**src/design/drc_pkg.sv**
```systemverilog
package drc_pkg;
    // Delay taps offered to calibration for the resync sampling point
    localparam int PHASE_TAPS = 4;
    // Read pointer start distance behind the write pointer, in 2n words
    localparam int PTR_OFFSET = 4;
    // Cycles the core reset is held after a reset request edge
    localparam int RST_REQ_CYCLES = 16;
    // Stages of each reset synchroniser chain
    localparam int RST_SYNC_LEN = 2;
    // Value of the reset request counter when idle
    localparam logic [7:0] RST_CNT_IDLE = 8'h00;
    // Read pointer step per system enable in half and full rate builds
    localparam int STEP_HALF = 2;
    localparam int STEP_FULL = 1;
endpackage

```
**src/design/drc_read_capture.sv**
```systemverilog
`timescale 1ns/1ps
// Function
// RULE_01: Read data flows capture and resync, then demultiplex, then word alignment.
// RULE_02: Pin data is sampled by strobe then re-registered on the full-rate clock.
// RULE_03: Resync sampling tap comes from calibration; reads pass only after calibration.
// RULE_04: Widths grow n at pins, 2n after capture, 4n after demultiplexing.
// RULE_05: Half-rate build runs the system enable at half the memory clock.
// RULE_06: Dual-port RAM is written 2n wide and read 4n wide.
// RULE_07: Both RAM pointers advance every own cycle, never stalling.
// RULE_08: The RAM is the crossing element between resync and system timing.
// RULE_09: Full-rate RAM keeps 2n input width and halves the output width.
// RULE_10: Full-rate build uses the fast clock itself as the system rate.
// RULE_11: Full-rate resync path bypasses the clock divider.
// RULE_12: Outside party pulls global reset low to force a PLL relock.
// RULE_13: Optional reset request edge detector with reset counter.
// RULE_14: Divider has its own reset synchroniser, free of soft reset.
// RULE_15: Alignment places a whole transfer into one half-rate output word.
// RULE_16: Read pointer starts a fixed offset behind the write pointer.
// RULE_17: Pointers cleared in reset, released only after PLL lock.
module drc_read_capture #(
    parameter int DQ_W        = 8,
    parameter int RAM_AW      = 3,
    parameter bit HALF_RATE   = 1'b1,
    parameter bit USE_RST_REQ = 1'b1
) (
    input  wire logic                              clk_i,
    input  wire logic                              rst_i,
    input  wire logic                              global_rst_n_i,
    input  wire logic                              reset_request_n_i,
    input  wire logic                              soft_rst_n_i,
    input  wire logic                              pll_locked_i,
    input  wire logic [DQ_W-1:0]                   captured_rise_data_i,
    input  wire logic [DQ_W-1:0]                   captured_fall_data_i,
    input  wire logic [1:0]                        cal_phase_i,
    input  wire logic                              cal_done_i,
    input  wire logic                              align_i,
    input  wire logic                              rd_ready_i,
    output logic [(HALF_RATE ? 4 : 2)*DQ_W-1:0]    rd_data_o,
    output logic                                   rd_valid_o,
    output logic                                   buf_in_ready_o,
    output logic                                   overflow_o,
    output logic                                   sys_en_o,
    output logic                                   pll_reset_o,
    output logic                                   div_reset_o,
    output logic                                   phy_reset_o
);

    // Word widths after capture and after demultiplexing
    localparam int WW    = 2 * DQ_W;
    localparam int OUT_W = (HALF_RATE ? 4 : 2) * DQ_W;
    localparam int STEP  = HALF_RATE ? drc_pkg::STEP_HALF : drc_pkg::STEP_FULL;
    localparam int SL    = drc_pkg::RST_SYNC_LEN;
    // Entries in the demultiplexing RAM; must hold the pointer gap with room
    localparam int DEPTH = 1 << RAM_AW;

    typedef struct packed {
        // Capture stages and the tap line
        logic [WW-1:0]                          d_s1;
        logic [WW-1:0]                          d_s2;
        logic [drc_pkg::PHASE_TAPS-1:0][WW-1:0] tap;
        // Pin synchronisers
        logic                                   g_s1;
        logic                                   g_s2;
        logic                                   q_s1;
        logic                                   q_s2;
        logic                                   q_s3;
        logic                                   s_s1;
        logic                                   s_s2;
        logic                                   l_s1;
        logic                                   l_s2;
        // Reset management
        logic [7:0]                             rcnt;
        logic [SL-1:0]                          div_sync;
        logic [SL-1:0]                          phy_sync;
        logic                                   pll_rst;
        logic                                   div_rst;
        logic                                   phy_rst;
        // Rate enable, pointers and calibration
        logic                                   en;
        logic [RAM_AW-1:0]                      wptr;
        logic [RAM_AW-1:0]                      rptr;
        logic                                   cal;
        // Two-entry output buffer
        logic [OUT_W-1:0]                       b0;
        logic [OUT_W-1:0]                       b1;
        logic                                   v0;
        logic                                   v1;
        logic                                   rdy;
        logic                                   ovf;
    } drc_state_s;

    drc_state_s        st_r;
    drc_state_s        st_nxt;
    logic [WW-1:0]     ram [0:DEPTH-1];
    logic [WW-1:0]     wdata;
    logic [RAM_AW-1:0] rbase;
    logic [OUT_W-1:0]  rword;
    logic              push;
    logic              pop;

    ////////////////////////////////////////////////////////////////////////
    // Helpers

    // Pointer step with wrap; the RAM depth is a power of two by construction
    function automatic logic [RAM_AW-1:0] ptr_add(
        input logic [RAM_AW-1:0] ptr,
        input int                step
    );
        ptr_add = ptr + RAM_AW'(step);
    endfunction

    // Shift one stage into a reset synchroniser chain
    function automatic logic [SL-1:0] sync_shift(
        input logic [SL-1:0] chain,
        input logic          din
    );
        sync_shift = {chain[SL-2:0], din};
    endfunction

    // A chain holds its reset until a one reaches the last stage
    function automatic logic sync_reset(
        input logic [SL-1:0] chain
    );
        sync_reset = !chain[SL-1];
    endfunction

    // The request counter is idle once it has run down
    function automatic logic cnt_idle(
        input logic [7:0] cnt
    );
        cnt_idle = (cnt == drc_pkg::RST_CNT_IDLE);
    endfunction

    ////////////////////////////////////////////////////////////////////////
    // Demultiplexing RAM and its read side

    // Resync word comes from the calibrated tap, not a fixed stage
    assign wdata = st_r.tap[cal_phase_i]; // RULE_03
    // Alignment shifts the read base by one 2n word
    assign rbase = ptr_add(st_r.rptr, int'(align_i)); // RULE_15

    // Written every fast cycle outside core reset; the pointer gap is what crosses timing
    // Contents are not reset; words before calibration are never pushed out
    always_ff @(posedge clk_i) begin
        if (!st_r.phy_rst) begin
            ram[st_r.wptr] <= wdata; // RULE_06 RULE_08
        end
    end

    generate
        if (HALF_RATE) begin : g_half
            // Two consecutive 2n words form one 4n half-rate word
            always_comb begin
                // Read is combinational; the output buffer registers it
                rword = {ram[ptr_add(rbase, 1)], ram[rbase]}; // RULE_04 RULE_06
            end
        end else begin : g_full
            // Full rate reads one 2n word, half the half-rate output
            always_comb begin
                rword = ram[rbase]; // RULE_09
            end
        end
    endgenerate

    ////////////////////////////////////////////////////////////////////////
    // Next state

    always_comb begin
        // Fields not assigned below keep their value
        st_nxt = st_r;

        // Pin data sampled then re-registered on the free-running clock
        st_nxt.d_s1 = {captured_fall_data_i, captured_rise_data_i}; // RULE_02
        st_nxt.d_s2 = st_r.d_s1; // RULE_02
        // Tap line offers the sampling points calibration chooses from
        st_nxt.tap  = {st_r.tap[drc_pkg::PHASE_TAPS-2:0], st_r.d_s2}; // RULE_01 RULE_03

        // Asynchronous pins pass two flops before use
        // Global reset pin
        st_nxt.g_s1 = global_rst_n_i;
        st_nxt.g_s2 = st_r.g_s1;
        // Reset request pin; the third stage exists only for edge detection
        st_nxt.q_s1 = reset_request_n_i;
        st_nxt.q_s2 = st_r.q_s1;
        st_nxt.q_s3 = st_r.q_s2;
        // Soft reset pin, core chain only
        st_nxt.s_s1 = soft_rst_n_i;
        st_nxt.s_s2 = st_r.s_s1;
        // PLL lock pin; lock may drop at any time, so it is a level
        st_nxt.l_s1 = pll_locked_i;
        st_nxt.l_s2 = st_r.l_s1;

        // Global reset low holds the PLL in reset until released
        st_nxt.pll_rst = !st_r.g_s2; // RULE_12

        // Falling edge of reset request restarts the hold counter
        // A request held low counts once; only the edge restarts the hold
        if (USE_RST_REQ && st_r.q_s3 && !st_r.q_s2) begin
            st_nxt.rcnt = 8'(drc_pkg::RST_REQ_CYCLES); // RULE_13
        end else if (!cnt_idle(st_r.rcnt)) begin
            st_nxt.rcnt = st_r.rcnt - 8'h01; // RULE_13
        end

        // Divider chain sees global reset only; soft reset must not stop it
        st_nxt.div_sync = sync_shift(st_r.div_sync, st_r.g_s2); // RULE_14
        st_nxt.div_rst  = sync_reset(st_r.div_sync); // RULE_14
        // Core chain also takes soft reset, request and PLL lock
        // Global reset, soft reset or lock low, or a running request count, drops a zero into the chain at once
        st_nxt.phy_sync = sync_shift(st_r.phy_sync,
                                     st_r.g_s2 & st_r.s_s2 & st_r.l_s2 &
                                     cnt_idle(st_r.rcnt)); // RULE_17
        st_nxt.phy_rst  = sync_reset(st_r.phy_sync); // RULE_17

        // Half rate toggles the enable; full rate runs every fast cycle
        // The divider starts only once its own reset chain has released
        if (st_r.div_rst) begin
            st_nxt.en = 1'b0;
        end else if (HALF_RATE) begin
            st_nxt.en = !st_r.en; // RULE_05
        end else begin
            st_nxt.en = 1'b1; // RULE_10 RULE_11
        end

        // Pointers held in reset, then run free at a fixed gap
        // The read pointer starts behind so its first reads find written words
        if (st_r.phy_rst) begin
            st_nxt.wptr = '0; // RULE_17
            st_nxt.rptr = ptr_add(RAM_AW'(0), -drc_pkg::PTR_OFFSET); // RULE_16
            st_nxt.cal  = 1'b0;
        end else begin
            // No stall input exists on purpose: the gap must never drift
            st_nxt.wptr = ptr_add(st_r.wptr, 1); // RULE_07
            if (st_r.en) begin
                st_nxt.rptr = ptr_add(st_r.rptr, STEP); // RULE_07
            end
            st_nxt.cal = st_r.cal | cal_done_i; // RULE_03
        end

        // Output buffer; its fill side cannot stall the pointers
        // One word per system enable once calibration has finished
        push = st_r.cal && st_r.en && !st_r.phy_rst;
        // The receiver takes the head word when it is ready
        pop  = st_r.v0 && rd_ready_i;
        // Head moves up first, so a push lands behind what is left
        if (pop) begin
            st_nxt.b0 = st_r.b1;
            st_nxt.v0 = st_r.v1;
            st_nxt.v1 = 1'b0;
        end
        if (push && !st_r.v1) begin
            if (!st_nxt.v0) begin
                st_nxt.b0 = rword;
                st_nxt.v0 = 1'b1;
            end else begin
                st_nxt.b1 = rword;
                st_nxt.v1 = 1'b1;
            end
        end
        // A word arriving at a full buffer is lost; the flag sticks
        if (push && st_r.v1) begin
            st_nxt.ovf = 1'b1;
        end
        // Core reset empties the buffer
        if (st_r.phy_rst) begin
            st_nxt.v0 = 1'b0;
            st_nxt.v1 = 1'b0;
        end
        // Ready is taken from the next fill, so it never lags a fill
        st_nxt.rdy = !st_nxt.v1;
    end

    ////////////////////////////////////////////////////////////////////////
    // State register

    // Reset asserts every reset output so nothing runs before release
    // Request stages reset high so that release is not seen as a request edge
    always_ff @(posedge clk_i) begin
        if (rst_i) begin
            st_r         <= '0;
            st_r.pll_rst <= 1'b1;
            st_r.div_rst <= 1'b1;
            st_r.phy_rst <= 1'b1;
            st_r.q_s1    <= 1'b1;
            st_r.q_s2    <= 1'b1;
            st_r.q_s3    <= 1'b1;
        end else begin
            st_r <= st_nxt;
        end
    end

    ////////////////////////////////////////////////////////////////////////
    // Outputs, all straight from the state register

    // No logic sits after the register; buffer valid and ready leave separately
    assign rd_data_o      = st_r.b0;
    assign rd_valid_o     = st_r.v0;
    assign buf_in_ready_o = st_r.rdy;
    assign overflow_o     = st_r.ovf;
    assign sys_en_o       = st_r.en;
    assign pll_reset_o    = st_r.pll_rst;
    assign div_reset_o    = st_r.div_rst;
    assign phy_reset_o    = st_r.phy_rst;

endmodule

```
**config.mk**
```make
export PLATFORM = sky130hd
export DESIGN_NAME = drc_read_capture
export DESIGN_NICKNAME = d
export VERILOG_FILES = /design/src/design/drc_pkg.sv /design/src/design/drc_read_capture.sv
export SDC_FILE = /design/constraint.sdc
export NUM_CORES = 1
export LEC_CHECK = 0
export BUFFER_PORTS_ARGS = -buffer_cell sky130_fd_sc_hd__buf_2
export CAP_MARGIN = 20
export CORE_UTILIZATION = 60
export DETAILED_ROUTE_END_ITERATION = 16
export PLACE_DENSITY = 0.84
export REMOVE_ABC_BUFFERS = 1
export SETUP_SLACK_MARGIN = 0.4
export SLEW_MARGIN = 20
export SYNTH_ARGS = -nofsm -noshare
export SYNTH_HDL_FRONTEND = slang
export SYNTH_SLANG_ARGS = --single-unit
```
**constraint.sdc**
```tcl
create_clock -name clk_i -period 3.7 [get_ports clk_i]
set_input_delay 0.74 -clock clk_i [delete_from_list [all_inputs] [get_ports clk_i]]
set_output_delay 0.74 -clock clk_i [all_outputs]
set_load 0.03 [all_outputs]
```
==> results.txt, run 1 <==
Worst Setup Start Kind: primary input
synthesized instance count: 1,031
worst path cell trace: buf_2 -> buf_4 -> clkinv_1 -> nand3_1 -> nand4_1 -> a211oi_1
fin cells: 1,339
Storage cell area: 7750 um2
Setup Fix Bufs, Post-CTS: 0
Crit Path Max Fanout: 32
Clock Path Buffers: 3
FMAX: 373 MHz
top cells by instance count after synthesis: 195 x dfxtp_1, 128 x edfxtp_1, 106 x nor2b_1
port bufs: 65
Sw Ratio: 0.215
EDFF count, synth: 128
Clk pin slew, worst setup/hold paths: 0.06 ns
die width: 150 um
number of global-route vias before repair: 7,821
largest cells by area after synthesis: dfxtp_1 30%, edfxtp_1 29%, mux4_2 7.9%
maximum VDD drop: 0.441 mV
status: finished, final reports clean
DR WL/cell: 19.0 um
pre-CTS setup slack: 0.977 ns
Layout area overhead: 10.0%
NetSw: 0.00158 W
initial antenna violation count: 0
Vias/cell: 5.91
Clock Tree Root: clkbuf_16
Antenna diodes: 0
grt total ovfl: 0
Slew HR: 0.261
die height: 150 um
Initial Utilization: 0.618
Worst-Skew Late Latency: 0.56 ns
area of the multi-input gates: 4800 um2
Int Pwr: 0.00574 W
crit path kind: in -> reg
# nets final: 1,070
Final setup viols: 0
Overall Power: 0.00732 W
Max-Cap Viols: 0
Comb power frac: 0.065
CTS buffer count: 31
synth unique cells: 39
Reg power frac: 0.519
largest net degree at the start of global routing: 63
Worst Path Buf+Inv: 3
Final Wtd Congestion: 0.767
I/O pin count: 66
cell taking the most area after synthesis: dfxtp_1
Synth Cell Area: 13,100 um2
post-synth top area share: 0.298
antenna viol nets, final: 0
fraction of layout cells with a size suffix above 1: 0.218
crit-path max cell delay: 0.94 ns
CTS tree: built
Tcrit/Tclk final: 0.725
Yosys warnings: 0
post_cts resized: 0
most frequent cell after synthesis: dfxtp_1
design area: 14,400 um2
family with the most delay on the worst path: buffers and inverters
Core Region: 21,200 um2
FP Rows: 53
hold crit path type: in -> reg
dominant synthesized flop cell: dfxtp_1
placed cells: 1,281
first-pass GRT wire length: 40,800 um
Starting DRT DRC Count: 595
Power Dens Cells: 508 nW/um2
Syn Area/Cell: 12.7 um2
routed wire length: 25,400 um
asr flop ratio synth: 0
final setup skew: 0.0124 ns
final worst slack: 1.02 ns
CTS HTree Levels: 1
Filler cells: 1,437
DR vias: 7,913
sequential area share after synthesis: 0.591
Final min period: 2.68 ns
drt pass-1 iters: 5
Post-DP Area: 13,400 um2
hpwl dp: 15,400 um
Sink Count: 323
# DRC: 0
Critical Path AT: 3.16 ns
Clock Power Share: 0.416
crit path max-delay cell type: clkinv_1
RSZ-0062 raised after global routing: false
Tot GR Track Use: 0.233
Seq cells post-synth: 323
die area: 22,400 um2
worst reg2reg setup slack: 1.25 ns
CP Capture Type: register
Lkg Pwr: 5.41 nW
final hold violations: 0
Max Slew Vio Count: 0
hold_buf cts: 0
Slew @ Worst Pin: 1.11 ns
Crit path required time: 4.17 ns
[worst reg2reg max path, cell delays in order (launching register included)]
cell and delay [ns]:
dfxtp_2 0.67, ha_4 0.27, xor2_2 0.53, buf_4 0.39, nand3_1 0.14, nand4_1 0.21
a211oi_1 0.10
[cell usage in the layout (no fill, tap or decap), types with 2 or more instances in the layout]
master and n:
dfxtp_1 194, edfxtp_1 128, nor2b_1 106, nand3_1 81, nor2_1 67, mux2i_1 64
buf_2 64, mux4_2 46, a211oi_1 32, clkbuf_16 31, nand2_1 25, nor3_1 19
buf_4 18, nand4_1 16, and3_1 16, mux2_2 16, a311oi_2 16, nand3b_1 16
o21ai_1 16, clkbuf_1 11, clkbuf_8 8, inv_1 7, nand2b_1 7, xnor2_1 7
a21oi_1 7, nor3_4 4, or2_2 4, clkinv_2 4, nor2_2 3, ha_1 3
nor4_2 2, mux4_1 2, xor2_1 2, clkbuf_2 2, buf_12 2
[registers in the layout, indices dropped and copies added, names as in the netlist]
register and flops:
buf_in_ready_o 1, div_reset_o 1, overflow_o 1, phy_reset_o 1, pll_reset_o 1, ram 128
rd_data_o 32, rd_valid_o 1, st_nxt 88, st_r 68, sys_en_o 1
[metal layers]
layer / up-vias / routed length, um / part of all wire / track usage
li1: 3725 / - / - / -
met1: 3854 / 10900 / 0.43 / 0.304
met2: 293 / 12500 / 0.49 / 0.404
met3: 41 / 1490 / 0.058 / 0.0308
met4: 0 / 572 / 0.022 / 0.0732
met5: - / 0 / 0 / 0
[power groups by stage]
| stage | logic, W | clock network, W | registers, W |
|---|---|---|---|
| 3_5_place_dp | 0.000474 | 0 | 0.00387 |
| 3_3_place_gp | 0.000460 | 0 | 0.00387 |
| 2_1_floorplan | 0.000326 | 0 | 0.00387 |
| 5_1_grt | 0.000527 | 0.00324 | 0.00380 |
| 4_1_cts | 0.000479 | 0.00309 | 0.00380 |
| 6_report | 0.000478 | 0.00305 | 0.00380 |
[cell type report]
type / instances / share of cell area
clock buffer: 52 / 0.0650
sequential: 323 / 0.537
inverter: 8 / 0.00208
clock inverter: 6 / 0.00408
multi-input combinational: 590 / 0.333
tap: 275 / 0.0239
timing repair buffer: 85 / 0.0351
[metrics by stage]
step                hold slack, ns  TNS [ns]  utilization
finish                       0.364         0        0.680
floorplan                    0.355    -21.48            -
CTS                          0.346         0        0.680
global placement             0.359         0        0.633
detailed placement           0.391         0        0.633
global route                 0.376         0        0.680
[worst paths after layout]
kind,end,cells after the start,start
min,st_nxt[96]$_SDFF_PP1_,2,reset_request_n_i
max,rd_data_o[18]$_SDFF_PP0_,6,align_i
max reg2reg,rd_data_o[26]$_SDFF_PP0_,6,st_r[70]$_SDFFE_PP0P_
min reg2reg,phy_reset_o$_SDFF_PP1_,1,st_r[80]$_SDFF_PP0_
[kinds of logic (layout without fill, tap and decap cells)]
group / count (synthesis) / count (layout) / share of synthesized area
AND/OR/NAND/NOR: 374 / 374 / 0.155
flip-flops: 323 / 323 / 0.591
multiplexers: 128 / 128 / 0.146
buffers and inverters: 118 / 151 / 0.0501
AO/OA/AOI/OAI: 73 / 73 / 0.0468
XOR/XNOR: 11 / 11 / 0.00735
adder cells (fa/ha/maj): 4 / 4 / 0.00382
Note: power is estimated with default switching activity, not from simulation.
==> run 2: changes to the inputs <==
--- a/config.mk
+++ b/config.mk
@@ -5,6 +5,7 @@
 export SDC_FILE = /design/constraint.sdc
 export NUM_CORES = 1
 export LEC_CHECK = 0
+export ABC_AREA = 1
 export BUFFER_PORTS_ARGS = -buffer_cell sky130_fd_sc_hd__buf_2
 export CAP_MARGIN = 20
 export CORE_UTILIZATION = 60
==> constraint.sdc (replaced) <==
create_clock -name clk_i -period 2.67 [get_ports clk_i]
set_input_delay 0.534 -clock clk_i [delete_from_list [all_inputs] [get_ports clk_i]]
set_output_delay 0.534 -clock clk_i [all_outputs]
set_load 0.03 [all_outputs]
==> run 2 against run 1 <==
Hold slack worse by 0.21 ns. Synthesized cell count is 71% higher. Die area rose by 6.3%. Global-route usage grew 2.8 points. Flip-flop and latch count stayed put. Critical path type is now reg -> reg. Via count up 39%.
==> results.txt, run 2 <==
# DRC: 0 (unchanged)
Slew HR: 0.354 (+0.0927)
hold_buf cts: 0 (unchanged)
hpwl dp: 18,200 um (+18%)
routed wire length: 30,900 um (+21%)
pre-CTS setup slack: 0.507 ns (-0.470 ns)
Worst-Skew Late Latency: 0.56 ns (about the same)
status: finished, final reports clean
Final min period: 1.84 ns
fraction of layout cells with a size suffix above 1: 0.0884 (-0.130)
DR WL/cell: 14.9 um (-22%)
EDFF count, synth: 128 (unchanged)
port bufs: 65 (unchanged)
startpoint of the worst register-to-register path: st_r[71]$_SDFFE_PP0P_
die height: 154 um (+3.1%)
post-synth top area share: 0.280 (-0.0179)
largest net degree at the start of global routing: 129 (+100%)
dominant synthesized flop cell: dfxtp_1
WL met3: 2590 um (+74%)
DR vias: 11,000 (+39%)
Tot GR Track Use: 0.261 (+0.0280)
Worst R2R Path Depth: 5 (-1)
Top reg by flops: ram
cell taking the most area after synthesis: dfxtp_1
post_cts resized: 0 (unchanged)
hold path depth: 2 (unchanged)
Worst Setup Start Kind: register
Final Wtd Congestion: 0.776 (+1.1%)
Clock Path Buffers: 3 (unchanged)
grt total ovfl: 0 (unchanged)
Clk pin slew, worst setup/hold paths: 0.06 ns (about the same)
Fin Setup TNS: 0 ns (unchanged)
max reg flops: 128 (unchanged)
crit path kind: reg -> reg
I/O pin count: 66 (unchanged)
Vias/cell: 5.30 (-10%)
final hold violations: 0 (unchanged)
hold crit path type: in -> reg
asr flop ratio synth: 0 (unchanged)
capturing point of the worst reg2reg path: rd_data_o[6]$_SDFF_PP0_
most frequent cell after synthesis: nand2_1
met2 WL: 14,800 um (+19%)
CTS HTree Levels: 1 (unchanged)
drt pass-1 iters: 5 (unchanged)
Core Region: 22,700 um2 (+7.0%)
commonest non-fill, non-tap cell in the layout: nand2_1
Syn Area/Cell: 7.92 um2 (-38%)
final setup skew: 0.0151 ns (+0.00262 ns)
Filler cells: 1,771 (+23%)
Antenna diodes: 0 (unchanged)
Seq cells post-synth: 323 (unchanged)
commonest non-fill, non-tap cells in the layout: 447 x nand2_1, 291 x inv_1, 197 x nand3_1, 195 x dfxtp_1, 176 x nor2_1
synthesized instance count: 1,760 (+71%)
die area: 23,900 um2 (+6.3%)
Max-Cap Viols: 0 (unchanged)
Tcrit/Tclk final: 0.687
Clock Power Share: 0.426 (+0.010)
Sw Ratio: 0.226 (+0.0105)
Clock Tree Root: clkbuf_16
sequential area share after synthesis: 0.556 (-0.0355)
M1 wire length: 12,500 um (+15%)
Hold Path Origin: reset_request_n_i
Reg power frac: 0.504 (-0.015)
Power Dens Cells: 685 nW/um2 (+35%)
die width: 154 um (+3.1%)
area of the multi-input gates: 4390 um2 (-8.6%)
NetSw: 0.00236 W (+50%)
CTS tree: built
FP Rows: 55 (+3.8%)
Setup Fix Bufs, Post-CTS: 0 (unchanged)
number of global-route vias before repair: 10,000 (+28%)
largest cells by area after synthesis: dfxtp_1 28%, edfxtp_1 28%, nand2_1 12%
Finished Core Util: 0.672 (-0.00771)
Slew @ Worst Pin: 0.959 ns (-0.148 ns)
CP Capture Type: register
Comb power frac: 0.070 (+0.005)
worst reg2reg setup slack: 0.83 ns (-0.42 ns)
Lkg Pwr: 7.13 nW (+32%)
Setup crit end: rd_data_o[6]$_SDFF_PP0_
Int Pwr: 0.00810 W (+41%)
RSZ-0062 raised after global routing: false
FMAX: 545 MHz
antenna viol nets, final: 0 (unchanged)
Crit path required time: 3.15 ns (-1.02 ns)
Sink Count: 323 (unchanged)
# nets final: 1,793 (+68%)
Layout area overhead: 9.43%
Yosys warnings: 0 (unchanged)
first-pass GRT wire length: 49,900 um (+22%)
Max Slew Vio Count: 0 (unchanged)
crit path launch: st_r[71]$_SDFFE_PP0P_
top cells by instance count after synthesis: 448 x nand2_1, 292 x inv_1, 197 x nand3_1
Final setup viols: 0 (unchanged)
highest routed layer: met4
Initial Utilization: 0.614 (-0.00358)
Starting DRT DRC Count: 1,118 (+88%)
Crit Path Max Fanout: 16 (-50%)
Critical Path AT: 2.32 ns (-0.84 ns)
initial antenna violation count: 0 (unchanged)
CTS buffer count: 31 (unchanged)
final worst slack: 0.835 ns (-0.181 ns)
maximum VDD drop: 0.494 mV (+12%)
synth unique cells: 26 (-33%)
Storage cell area: 7750 um2 (about the same)
Synth Cell Area: 13,900 um2 (+6.4%)
[run 2: cell count changes after synthesis, sizes merged, moves of 48 or more]
cell   previous run  this run
a21oi             7       118
inv               8       296
mux2i            64         0
mux4             48         0
nand2            25       450
nand3            81       197
nor2             70       176
nor2b           107         0
[run 2: final cells by class]
class,instances,area share
Clock buffer,43,0.0564
Clock inverter,15,0.0121
Inverter,296,0.0728
Multi-Input combinational cell,1014,0.287
Sequential cell,323,0.508
Tap cell,285,0.0234
Timing Repair Buffer,96,0.0402
[run 2: how the worst min path moves through the flow]
stage          slack, ns                     end
6_report            0.16   st_nxt[96]$_SDFF_PP1_
3_3_place_gp        0.35  phy_reset_o$_SDFF_PP1_
4_1_cts             0.14   st_nxt[96]$_SDFF_PP1_
5_1_grt             0.15   st_nxt[96]$_SDFF_PP1_
2_1_floorplan       0.35  div_reset_o$_SDFF_PP1_
3_5_place_dp        0.36  div_reset_o$_SDFF_PP1_
[run 2: cell families after synthesis]
logic type                 count (synthesis)  share of synthesized area
DFF                                      323                      0.556
AOI/OAI and AO/OA                        172                     0.0621
buffers and inverters                    423                      0.130
and+or+nand+nor                          834                      0.245
adders and majority gates                  4                    0.00359
xor gates and xnor gates                   4                    0.00359
[run 2: power groups by stage]
| stage | registers, W | clock network [W] | logic, W |
|---|---|---|---|
| floorplan | 0.00536 | 0 | 0.000474 |
| global placement | 0.00537 | 0 | 0.000688 |
| detailed placement | 0.00537 | 0 | 0.000715 |
| CTS | 0.00526 | 0.00451 | 0.000727 |
| global route | 0.00527 | 0.00470 | 0.000839 |
| finish | 0.00527 | 0.00445 | 0.000737 |
[run 2: critical path, stage by stage, from the launching register on]
cell and delay [ns]:
dfxtp_1 0.64, buf_4 0.38, inv_2 0.25, nand3_1 0.16, nand2_1 0.16, a21oi_1 0.17
[run 2: stage by stage]
stage	area (um2)	power [W]	std cells	hold WS, ns
after floorplan	13200	0.00584	1633	0.352
after global placement	14200	0.00606	2014	0.355
after detailed placement	14200	0.00609	2014	0.363
after CTS	15300	0.0105	2072	0.137
after global routing	15300	0.0108	2072	0.146
final	15300	0.0105	2072	0.155
[run 2: metal layers]
metal,up-vias,track usage
li1,5425,-
met1,4937,0.336
met2,528,0.442
met3,83,0.0384
met4,0,0.108
met5,-,0
